===== src/rtl/autoneg_regs.svh =====
// How it works
// - Advertisement register content is the sent word
// - Next-page, acknowledge, T4 advertise bits read zero
// - Advertise bit 13 writable remote fault capability
// - Advertise bits 11, 10 writable pause abilities
// - Advertise bits 8..5 writable, reset one
// - Partner register read-only, captures received word
// - Partner word updated per page; bit 15 kind
// - Partner bits 14, 13: acknowledge, remote fault
// - Partner bits 11, 10: partner pause abilities
// - Partner bit 7 resets one, parallel detect sets
// - Partner bit 5 resets zero, parallel detect sets
// - Partner bits 9, 8, 6, selector reset zero
// - Expansion bits 15..5 always read zero
// - Expansion bit 4 sticky multiple link fault
// - Expansion bits 3, 2 next-page abilities
// - Page-received bit, cleared by partner register read
// - Expansion bit 0 partner negotiation capable
// - Setup bit 11 routes link pulses to LED
// - Setup bit 10 shortens negotiation timers
// - Setup bit 9 negotiation loopback
// - Setup bits 2..0 sticky state-visited flags
// - Serial management access at strapped address
// - Advertisement used only with negotiation enabled
//
// Register offsets, field positions, reset values and frame counts.
// Assumes a 5-bit register address from the serial management frame.
`ifndef AUTONEG_REGS_SVH
`define AUTONEG_REGS_SVH

`define AN_REG_ADV 5'h04
`define AN_REG_LPA 5'h05
`define AN_REG_EXP 5'h06
`define AN_REG_SETUP 5'h10

`define AN_ABIL_RESET 4'hF
`define AN_SEL_CSMA 5'h01
`define AN_LPA_RESET 16'h0080

`define AN_B_RF 13
`define AN_B_TFC 11
`define AN_B_PAUSE 10
`define AN_B_ABIL_HI 8
`define AN_B_ABIL_LO 5
`define AN_B_SEL_HI 4
`define AN_B_100TX 7
`define AN_B_10T 5
`define AN_B_LED 11
`define AN_B_FAST 10
`define AN_B_LPBK 9

`define MDIO_PREAMBLE_LEN 6'h20
`define MDIO_HDR_LAST 5'h0C
`define MDIO_DATA_BITS 5'h10
`define MDIO_WR_LAST 5'h11
`define MDIO_OP_READ 2'h2
`define MDIO_OP_WRITE 2'h1
`define MDIO_ADDR_AGE 2'h2

`endif


===== src/rtl/autoneg_pkg.sv =====
// Types for the negotiation register set and its management slave.
// Assumes nothing beyond a SystemVerilog compiler.
package autoneg_pkg;

  typedef enum logic [2:0] {
    PH_IDLE = 3'h0,
    PH_HDR = 3'h1,
    PH_RTA = 3'h2,
    PH_RDATA = 3'h3,
    PH_WDATA = 3'h4
  } mdio_phase_t;

  typedef struct packed {
    logic mdcMeta;
    logic mdcSync;
    logic mdcLast;
    logic dMeta;
    logic dSync;
    logic [4:0] aMeta;
    logic [4:0] aSync;
    logic [1:0] addrAge;
    logic [4:0] myAddr;
    mdio_phase_t phase;
    logic [5:0] ones;
    logic preambleSeen;
    logic [4:0] cnt;
    logic [15:0] shift;
    logic isWrite;
    logic [4:0] regAddr;
    logic readStrobe;
    logic writeStrobe;
    logic [15:0] writeData;
    logic mdioOut;
    logic mdioOe;
  } mdio_state_t;

  typedef struct packed {
    logic rf;
    logic tx_pause_ability;
    logic pause;
    logic [3:0] abil;
    logic [4:0] sel;
    logic [15:0] lpa;
    logic multi_link_fault;
    logic lpNp;
    logic npAble;
    logic pageRx;
    logic lpNw;
    logic ledSel;
    logic fastTimers;
    logic loopback;
    logic [2:0] flags;
    logic [15:0] advOut;
    logic led;
  } an_state_t;

endpackage


===== src/rtl/mgmt_if.sv =====
// Register access strobes between the management slave and the register set.
// Assumes both ends run on the same clock.
`timescale 1ns/1ns
interface mgmt_if;
  logic [4:0] regAddr;
  logic readStrobe;
  logic writeStrobe;
  logic [15:0] writeData;
  logic [15:0] readData;

  modport slave (output regAddr, output readStrobe, output writeStrobe, output writeData, input readData);
  modport regs (input regAddr, input readStrobe, input writeStrobe, input writeData, output readData);
endinterface


===== src/rtl/autoneg_register_set.sv =====
// Negotiation register set: advertisement, partner, expansion, setup.
// Assumes the arbitration logic and LED logic share clk; mdc/mdio are async pins.
`timescale 1ns/1ns
`include "autoneg_regs.svh"
module autoneg_register_set (
  input wire logic clk,
  input wire logic reset,
  input wire logic mdc,
  input wire logic mdioIn,
  output logic mdioOut,
  output logic mdioOe,
  input wire logic [4:0] phyAddrPins,
  input wire logic autonegEnable,
  input wire logic [15:0] partnerWord,
  input wire logic partnerPageValid,
  input wire logic parallelDetect100,
  input wire logic parallelDetect10,
  input wire logic multiLinkFault,
  input wire logic partnerNextPageCapable,
  input wire logic localNextPageCapable,
  input wire logic partnerNegotiationCapable,
  input wire logic abilityDetectEntered,
  input wire logic parallelFaultEntered,
  input wire logic linkCheckEntered,
  input wire logic linkPulse,
  input wire logic ledNormal,
  output logic [15:0] advertiseWord,
  output logic fourthLedOutput,
  output logic shortTimers,
  output logic negotiationLoopback
);

  // ******************************
  // Management slave
  // ******************************

  mgmt_if bus ();

  mdio_slave u_slave (
    .clk(clk),
    .reset(reset),
    .mdc(mdc),
    .mdioIn(mdioIn),
    .phyAddrPins(phyAddrPins),
    .mdioOut(mdioOut),
    .mdioOe(mdioOe),
    .bus(bus)
  );

  // ******************************
  // Register state
  // ******************************

  autoneg_pkg::an_state_t s, next;
  logic [15:0] advWord;
  logic [15:0] readValue;
  logic advWrite;
  logic setupWrite;
  logic lpaRead;

  assign advWrite = bus.writeStrobe && bus.regAddr == `AN_REG_ADV;
  assign setupWrite = bus.writeStrobe && bus.regAddr == `AN_REG_SETUP;
  assign lpaRead = bus.readStrobe && bus.regAddr == `AN_REG_LPA;

  // Next page, acknowledge, bit 12 and T4 are fixed zero
  assign advWord = {2'h0, s.rf, 1'b0, s.tx_pause_ability, s.pause, 1'b0, s.abil, s.sel};

  always_comb begin
    next = s;
    if (advWrite) begin
      next.rf = bus.writeData[`AN_B_RF];
      next.tx_pause_ability = bus.writeData[`AN_B_TFC];
      next.pause = bus.writeData[`AN_B_PAUSE];
      next.abil = bus.writeData[`AN_B_ABIL_HI:`AN_B_ABIL_LO];
      next.sel = bus.writeData[`AN_B_SEL_HI:0];
    end
    if (setupWrite) begin
      next.ledSel = bus.writeData[`AN_B_LED];
      next.fastTimers = bus.writeData[`AN_B_FAST];
      next.loopback = bus.writeData[`AN_B_LPBK];
    end
    // Whole received page, acknowledge and fault bits included
    if (partnerPageValid) begin
      next.lpa = partnerWord;
    end
    if (parallelDetect100) begin
      next.lpa[`AN_B_100TX] = 1'b1;
    end
    if (parallelDetect10) begin
      next.lpa[`AN_B_10T] = 1'b1;
    end
    // A page arriving with the clearing read stays flagged
    if (lpaRead) begin
      next.pageRx = 1'b0;
    end
    if (partnerPageValid) begin
      next.pageRx = 1'b1;
    end
    if (multiLinkFault) begin
      next.multi_link_fault = 1'b1;
    end
    next.lpNp = partnerNextPageCapable;
    next.npAble = localNextPageCapable;
    next.lpNw = partnerNegotiationCapable;
    next.flags = s.flags | {abilityDetectEntered, parallelFaultEntered, linkCheckEntered};
    next.advOut = autonegEnable ? advWord : 16'h0000;
    next.led = s.ledSel ? linkPulse : ledNormal;
  end

  always_ff @(posedge clk or posedge reset) begin
    if (reset) begin
      s <= '0;
      s.abil <= `AN_ABIL_RESET;
      s.sel <= `AN_SEL_CSMA;
      s.lpa <= `AN_LPA_RESET;
    end else begin
      s <= next;
    end
  end

  // ******************************
  // Read path
  // ******************************

  always_comb begin
    case (bus.regAddr)
      `AN_REG_ADV: readValue = advWord;
      `AN_REG_LPA: readValue = s.lpa;
      `AN_REG_EXP: readValue = {11'h000, s.multi_link_fault, s.lpNp, s.npAble, s.pageRx, s.lpNw};
      `AN_REG_SETUP: readValue = {4'h0, s.ledSel, s.fastTimers, s.loopback, 6'h00, s.flags};
      default: readValue = 16'h0000;
    endcase
  end

  assign bus.readData = readValue;

  assign advertiseWord = s.advOut;
  assign fourthLedOutput = s.led;
  assign shortTimers = s.fastTimers;
  assign negotiationLoopback = s.loopback;
endmodule


===== src/rtl/mdio_slave.sv =====
// Serial management slave: samples the management clock, decodes frames.
// Assumes clk runs well above the management clock rate.
`timescale 1ns/1ns
`include "autoneg_regs.svh"
module mdio_slave #(
  parameter logic [5:0] PREAMBLE_LEN = `MDIO_PREAMBLE_LEN
) (
  input wire logic clk,
  input wire logic reset,
  input wire logic mdc,
  input wire logic mdioIn,
  input wire logic [4:0] phyAddrPins,
  output logic mdioOut,
  output logic mdioOe,
  mgmt_if.slave bus
);

  generate
    if (PREAMBLE_LEN == 6'h00) begin : g_bad
      $error("PREAMBLE_LEN must be at least one");
    end
  endgenerate

  autoneg_pkg::mdio_state_t s, next;
  logic rise;
  logic [12:0] hdr;
  logic match;

  assign rise = s.mdcSync & ~s.mdcLast;

  always_comb begin
    hdr = {s.shift[11:0], s.dSync};
    match = hdr[12] && (hdr[9:5] == s.myAddr);
    next = s;
    next.mdcMeta = mdc;
    next.mdcSync = s.mdcMeta;
    next.mdcLast = s.mdcSync;
    next.dMeta = mdioIn;
    next.dSync = s.dMeta;
    next.aMeta = phyAddrPins;
    next.aSync = s.aMeta;
    next.readStrobe = 1'b0;
    next.writeStrobe = 1'b0;
    // Strap capture once the pins have passed the synchroniser
    if (s.addrAge != 2'h3) begin
      next.addrAge = s.addrAge + 2'h1;
    end
    if (s.addrAge == `MDIO_ADDR_AGE) begin
      next.myAddr = s.aSync;
    end
    if (rise) begin
      unique case (s.phase)
        autoneg_pkg::PH_IDLE: begin
          if (s.dSync) begin
            if (s.ones != PREAMBLE_LEN) begin
              next.ones = s.ones + 6'h01;
            end
            if (s.ones == PREAMBLE_LEN - 6'h01) begin
              next.preambleSeen = 1'b1;
            end
          end else if (s.preambleSeen && s.ones != 6'h00) begin
            next.phase = autoneg_pkg::PH_HDR;
            next.cnt = 5'h00;
          end else begin
            next.ones = 6'h00;
          end
        end
        autoneg_pkg::PH_HDR: begin
          next.shift = {s.shift[14:0], s.dSync};
          next.cnt = s.cnt + 5'h01;
          if (s.cnt == `MDIO_HDR_LAST) begin
            next.cnt = 5'h00;
            next.ones = 6'h00;
            next.regAddr = hdr[4:0];
            if (match && hdr[11:10] == `MDIO_OP_READ) begin
              next.phase = autoneg_pkg::PH_RTA;
            end else begin
              next.phase = autoneg_pkg::PH_WDATA;
              next.isWrite = match && (hdr[11:10] == `MDIO_OP_WRITE);
            end
          end
        end
        autoneg_pkg::PH_RTA: begin
          // Drive turnaround zero, snapshot the register
          next.mdioOe = 1'b1;
          next.mdioOut = 1'b0;
          next.shift = bus.readData;
          next.readStrobe = 1'b1;
          next.phase = autoneg_pkg::PH_RDATA;
        end
        autoneg_pkg::PH_RDATA: begin
          if (s.cnt == `MDIO_DATA_BITS) begin
            next.mdioOe = 1'b0;
            next.mdioOut = 1'b0;
            next.phase = autoneg_pkg::PH_IDLE;
          end else begin
            next.mdioOut = s.shift[15];
            next.shift = {s.shift[14:0], 1'b0};
            next.cnt = s.cnt + 5'h01;
          end
        end
        autoneg_pkg::PH_WDATA: begin
          // Turnaround plus data; frames for others are skipped here
          next.shift = {s.shift[14:0], s.dSync};
          next.cnt = s.cnt + 5'h01;
          if (s.cnt == `MDIO_WR_LAST) begin
            next.phase = autoneg_pkg::PH_IDLE;
            next.writeStrobe = s.isWrite;
            next.writeData = {s.shift[14:0], s.dSync};
          end
        end
        default: begin
          next.phase = autoneg_pkg::PH_IDLE;
        end
      endcase
    end
  end

  always_ff @(posedge clk or posedge reset) begin
    if (reset) begin
      s <= '0;
    end else begin
      s <= next;
    end
  end

  assign mdioOut = s.mdioOut;
  assign mdioOe = s.mdioOe;
  assign bus.regAddr = s.regAddr;
  assign bus.readStrobe = s.readStrobe;
  assign bus.writeStrobe = s.writeStrobe;
  assign bus.writeData = s.writeData;
endmodule


===== config.mk =====
export PLATFORM = sky130hd
export DESIGN_NAME = autoneg_register_set
export DESIGN_NICKNAME = d
export VERILOG_FILES = /design/src/rtl/autoneg_pkg.sv /design/src/rtl/mgmt_if.sv /design/src/rtl/autoneg_register_set.sv /design/src/rtl/mdio_slave.sv
export VERILOG_INCLUDE_DIRS = /design/src /design/src/rtl
export SDC_FILE = /design/constraint.sdc
export NUM_CORES = 1
export LEC_CHECK = 0
export BUFFER_PORTS_ARGS = -buffer_cell sky130_fd_sc_hd__buf_2
export CAP_MARGIN = 20
export CORE_ASPECT_RATIO = 2
export CORE_MARGIN = 3
export CORE_UTILIZATION = 55
export CTS_CLUSTER_DIAMETER = 30
export DETAILED_ROUTE_END_ITERATION = 16
export PLACE_DENSITY = 0.75
export RECOVER_POWER = 50
export SKIP_CTS_REPAIR_TIMING = 1
export SLEW_MARGIN = 20
export SYNTH_ARGS = -nofsm -noshare
export SYNTH_HDL_FRONTEND = slang
export SYNTH_SLANG_ARGS = --single-unit

===== constraint.sdc =====
create_clock -name clk -period 4 [get_ports clk]
set_clock_uncertainty 0.2 [all_clocks]
set_input_delay 0 -clock clk [delete_from_list [all_inputs] [get_ports clk]]
set_output_delay 0 -clock clk [all_outputs]
set_load 0.02 [all_outputs]

### Yosys cells after proc, flatten, opt, wreduce, memory -nomap -nowiden

Cells that the tools add are included.
W data, S select, Z words.

| word-level totals | value |
|---|---|
| output and inout bits | 21 |
| bits in registers | 133 |
| input bits | 38 |

| cells by class | value |
|---|---|
| $add $sub $neg | 3 |
| muxes and demuxes | 32 |
| reduce and logical (&&, ||, !) cells | 27 |
| bitwise logic cells | 4 |
| eq/ne operators | 26 |

Operators with widths:

| operator | number |
|---|---|
| $pmux W16 S4 | 1 |
| $pmux W16 S3 | 1 |
| $mux W17 | 2 |
| $mux W21 | 1 |
| $mux W20 | 1 |
| $pmux W5 S4 | 1 |
| $mux W6 | 3 |
| $eq A5 B3 Y1 const B | 3 |
| $eq A5 B5 Y1 const B | 3 |
| $mux W3 | 5 |
| $mux W5 | 3 |
| $pmux W3 S5 | 1 |
| $mux W14 | 1 |
| $pmux W6 S2 | 1 |
| $reduce_and A3 Y1 | 4 |
| $reduce_and A5 Y1 | 2 |
| $reduce_bool A2 Y1 | 5 |
| $mux W9 | 1 |
| $mux W1 | 8 |
| $mux W8 | 1 |
| $ne A2 B1 Y1 const B | 4 |
| $reduce_and A4 Y1 | 2 |
| $logic_and A1 B1 Y1 | 7 |
| $add A6 B1 Y6 const B | 1 |
| 25 further kinds | 30 |

### Depth between registers and ports, before layout

| logic depth | value |
|---|---|
| depth in word-level cells | 6 |
| mapped depth | 9 |
| depth with buffers taken out | 7 |

### Cells and area by module

Synthesis repeated with hierarchy kept, for this count alone.

| unflattened totals | value |
|---|---|
| cells, all modules | 472 |
| area total of the unflattened synthesis | 6,184.7 sq um |

Modules (own cells, without submodules):

| module | area an instance (sq um) | cells each | instances | sequential area each (sq um) |
|---|---|---|---|---|
| mdio_slave | 3,811.2 | 296 | 1 | 1,976.9 |
| autoneg_register_set | 2,373.5 | 176 | 1 | 1,308.8 |

### Least setup slack after synthesis

Ideal clock, no wire load.

| timing | value |
|---|---|
| kind | register -> register |
| start | register u_slave.s[42] in the netlist's numbering |
| end | register u_slave.s, in the netlist u_slave.hdr[2] |
| clock period less this slack | 1.952 ns |
| data arrival time | 1.633 ns |
| data required time | 3.681 ns |
| library setup time | 0.119 ns |
| path buffers | 2 |
| cell stages (with the launch flop) | 10 |
| setup slack | 2.048 ns |
| path through | dfrtp_1 inv_1 ha_1 and4bb_2 nand3_1 and4b_1 buf_2 buf_2 o211ai_1 o21a_1 |

| between the ends | value |
|---|---|
| longest elaborated chain between the ends | 3 |

RTL lines:

| element | line | RTL |
|---|---|---|
| from (decl) | mdio_slave.sv:24 | `autoneg_pkg::mdio_state_t s, next;` |
| from (signal assigned) | mdio_slave.sv:123 | `s <= next;` |
| $eq A5 B5 Y1 (no source line) | -- |  |
| $ne A2 B2 Y1 (no source line) | -- |  |
| $reduce_and A3 Y1 (no source line) | -- |  |

Every way passes these cells.
A chain may end at the register's enable or synchronous reset.

### Worst setup path in the final report

| timing | value |
|---|---|
| start | register u_slave.s[42] in the netlist's numbering |
| end | register u_slave.s, in the netlist u_slave.hdr[12] |

The elaborated chain is that of the path after synthesis.

==> key figures <==
Status
  • Status: finished, final reports clean

STA
  • PnR worst setup slack: 1350 ps
  • Max Clk Rate: 377 MHz
  • Worst-Margin Slew: 1280 ps
  • RSZ-0062 raised after global routing: no
  • Relative slew slack: 14.9%
  • Final Setup Violations: 0
  • Final hold vios: 0
  • Setup tns final: 0 ps
  • Slew Limit Fails: 0
  • Min Tclk post-route: 2650 ps
  • Final period util: 66.3%

Global route
  • Met1 usage: 21.9%
  • Initial antenna violation count: 0
  • Total GRT Usage: 20.4%
  • Most Crowded Layer GR: met2
  • Vias in the first global route: 3759
  • First-pass GRT wire length: 18300 um
  • Largest net degree at the start of global routing: 76
  • Met2 usage: 37.3%
  • Met3 usage: 5.03%
  • Grt ovf: 0

Routing
  • Routed vias: 3799
  • DRT antenna net count: 0
  • Detailed-route wire length: 11700 um
  • TritonRoute pass-1 iters: 5
  • DR iter-0 viols: 176
  • Wire length per cell: 16.8 um
  • Vias/cell: 5.43
  • # DRC: 0

Finish
  • Area grow syn2layout: 23.1%
  • Antenna Diode Count: 0
  • Total Nets Final: 597
  • Share of cells above drive strength 1: 25.1%
  • Final Cell Area: 7030 sq um

Yosys
  • Post-synthesis xor/xnor area fraction: 1.07%
  • Main combinational cell family by area after synthesis: multiplexers
  • Mux share of post-synthesis cell area: 14.0%
  • Adder-cell share of the synthesized area: 1.53%
  • Top cell type's share of synthesized area: 53.5%
  • Synth area leaders: dfrtp_1 53%, mux2_2 8.1%, mux2_4 4.5%
  • Cell Area, Synth: 5710 sq um
  • Synth top cells by count: 122 x dfrtp_1, 41 x mux2_2, 24 x nand2_1
  • Count of cell types in the netlist: 61
  • Most common cell in the synthesized netlist: dfrtp_1
  • Ys flop type: dfrtp_1
  • Post-synthesis compound-gate area fraction: 9.71%
  • Synthesis-stage register bit count: 128
  • Sequential-to-total area share from yosys stat: 56.2%
  • Synth Area in Simple Gates: 12.1%
  • Asr flop ratio synth: 100%
  • Syn Area/Cell: 12.5 sq um
  • Post-Synthesis Cells: 458
  • Area leader, netlist: dfrtp_1
  • Post-synth EDFFs: 0
  • Ys Warns: 0

Clock network
  • Clock Sinks: 128
  • CTS tree: built
  • Insertion delay to the later sink of the worst-skew pair: 410 ps
  • H-Tree Depth: 4
  • Clk root buf: clkbuf_16
  • CTS buffer count: 17
  • Clk slew on worst S/H paths: 50 ps
  • Clock buffer depth: 2

Hold path
  • HP Start: phyAddrPins[1]
  • Hold Path Class: in -> reg
  • Worst hold endpoint: u_slave.next[65]
  • Hold Path Cell Cnt: 2

Floorplanning
  • Core region area: 10100 sq um
  • Die Span X: 78.1 um
  • Die area: 11700 sq um
  • # IOs: 59
  • Row cnt: 52
  • Initial Utilization: 56.3%
  • Die Ht: 150 um

Critical path
  • Reg-to-reg slack, setup: 1350 ps
  • Nature of the critical path startpoint: register
  • Critical Path End Type: register
  • Reg2Reg Depth: 7
  • RR Startpoint: u_slave.s[42]
  • Crit-path max FO: 32
  • Critical path class: reg -> reg
  • Critical path arrival: 2750 ps
  • WP data required: 4100 ps
  • Crit Reg-Reg Endpoint: u_slave.hdr[12]

Power and ir drop
  • Power, Total: 3.18 mW
  • Leak Pwr: 3.19 nW
  • Worst vdd ir: 345 uV
  • Power per Cell Area: 452 nW/um^2

Place
  • Pre-CTS WS: 1390 ps
  • DP Area: 5930 sq um
  • Port bufs: 54
  • Gpl congestion: 0.794
  • Post-DP HPWL: 7470 um

Job
  • Max_cap viols: 0
report_power, final:
| group | switching, mW | leakage, nW | internal [mW] |
|---|---|---|---|
| registers | 0.0419 | 1.64 | 1.35 |
| clock network | 0.522 | 0.299 | 1.07 |
| logic | 0.0909 | 1.26 | 0.104 |
registers in the layout (all words and copies together), names as in the netlist, 5 cells and up:
register	flops
u_slave.s	33
s	25
u_slave.bus.writeData	13
u_slave.hdr	13
advWord	12
advertiseWord	12
u_slave.next	8
u_slave.bus.regAddr	5
worst max-delay path: stages, from the launching register on:
cell and delay [ps]:
dfrtp_1 420, inv_1 70, ha_1 230, and4bb_2 280, nand3_1 90, and4b_1 870, o211ai_1 200, o21a_1 170
routing by layer:
| metal | vias to the layer above | wire, um |
|---|---|---|
| li1 | 1771 | - |
| met1 | 1934 | 4400 |
| met5 | - | 0 |
| met2 | 73 | 6690 |
| met4 | 0 | 289 |
| met3 | 21 | 358 |
layout by cell type, fill, tap and decap left out, types with 3 or more instances in the layout:
master	netlist	final
nor3_1	6	6
a31oi_1	3	3
xnor2_1	7	7
nand2_1	24	24
and2_1	15	11
clkbuf_1	6	25
dfrtp_1	122	122
clkinv_2	0	3
dlygate4sd3_1	0	51
nor2_1	23	23
mux2_2	41	41
conb_1	1	4
nor2b_1	5	5
a211o_1	4	4
mux2_4	17	17
nand3_1	10	10
or2_2	4	4
o21ai_0	18	18
a21oi_1	18	18
mux2i_1	7	7
o211ai_1	5	5
a22oi_1	13	13
clkbuf_16	0	17
o21a_1	4	4
dfstp_1	0	5
ha_1	7	7
buf_2	6	36
a221oi_1	3	3
bufinv_16	0	4
inv_1	16	15
and2_0	0	4
worst max path at each step:
stage | from | endpoint | slack (ps)
2_1_floorplan | reset | advWord[10] | 400
3_3_place_gp | u_slave.s[42] | u_slave.hdr[12] | 1490
3_5_place_dp | u_slave.s[42] | u_slave.hdr[3] | 1390
4_1_cts | u_slave.s[42] | u_slave.hdr[12] | 1350
5_1_grt | u_slave.s[42] | u_slave.hdr[12] | 1130
6_report | u_slave.s[42] | u_slave.hdr[12] | 1350
metrics by stage:
step | util, % | hold slack [ps] | std cells
detailed placement | 58.5 | -90.3 | 617
global placement | 58.5 | -92.4 | 617
finish | 69.3 | 22.8 | 700
CTS | 64.5 | -522 | 649
global route | 69.3 | 25.7 | 700
floorplan | - | -169 | 461
kinds of logic after synthesis:
kind of cell,Yosys count
AO/OA/AOI/OAI,83
XOR/XNOR,7
adder cells (fa/ha/maj),7
buffers and inverters,51
flip-flops,128
multiplexers,66
other,1
AND/OR/NAND/NOR,115
final cells by class:
type / count / area (sq um)
Sequential cell: 128 / 3210
Fill cell: 762 / 3120
Multi-Input combinational cell: 282 / 2210
Timing Repair Buffer: 107 / 769
Clock buffer: 25 / 475
Tap cell: 135 / 169
Clock inverter: 7 / 135
Inverter: 16 / 62.6
Power figures use the tool's default switching activity.
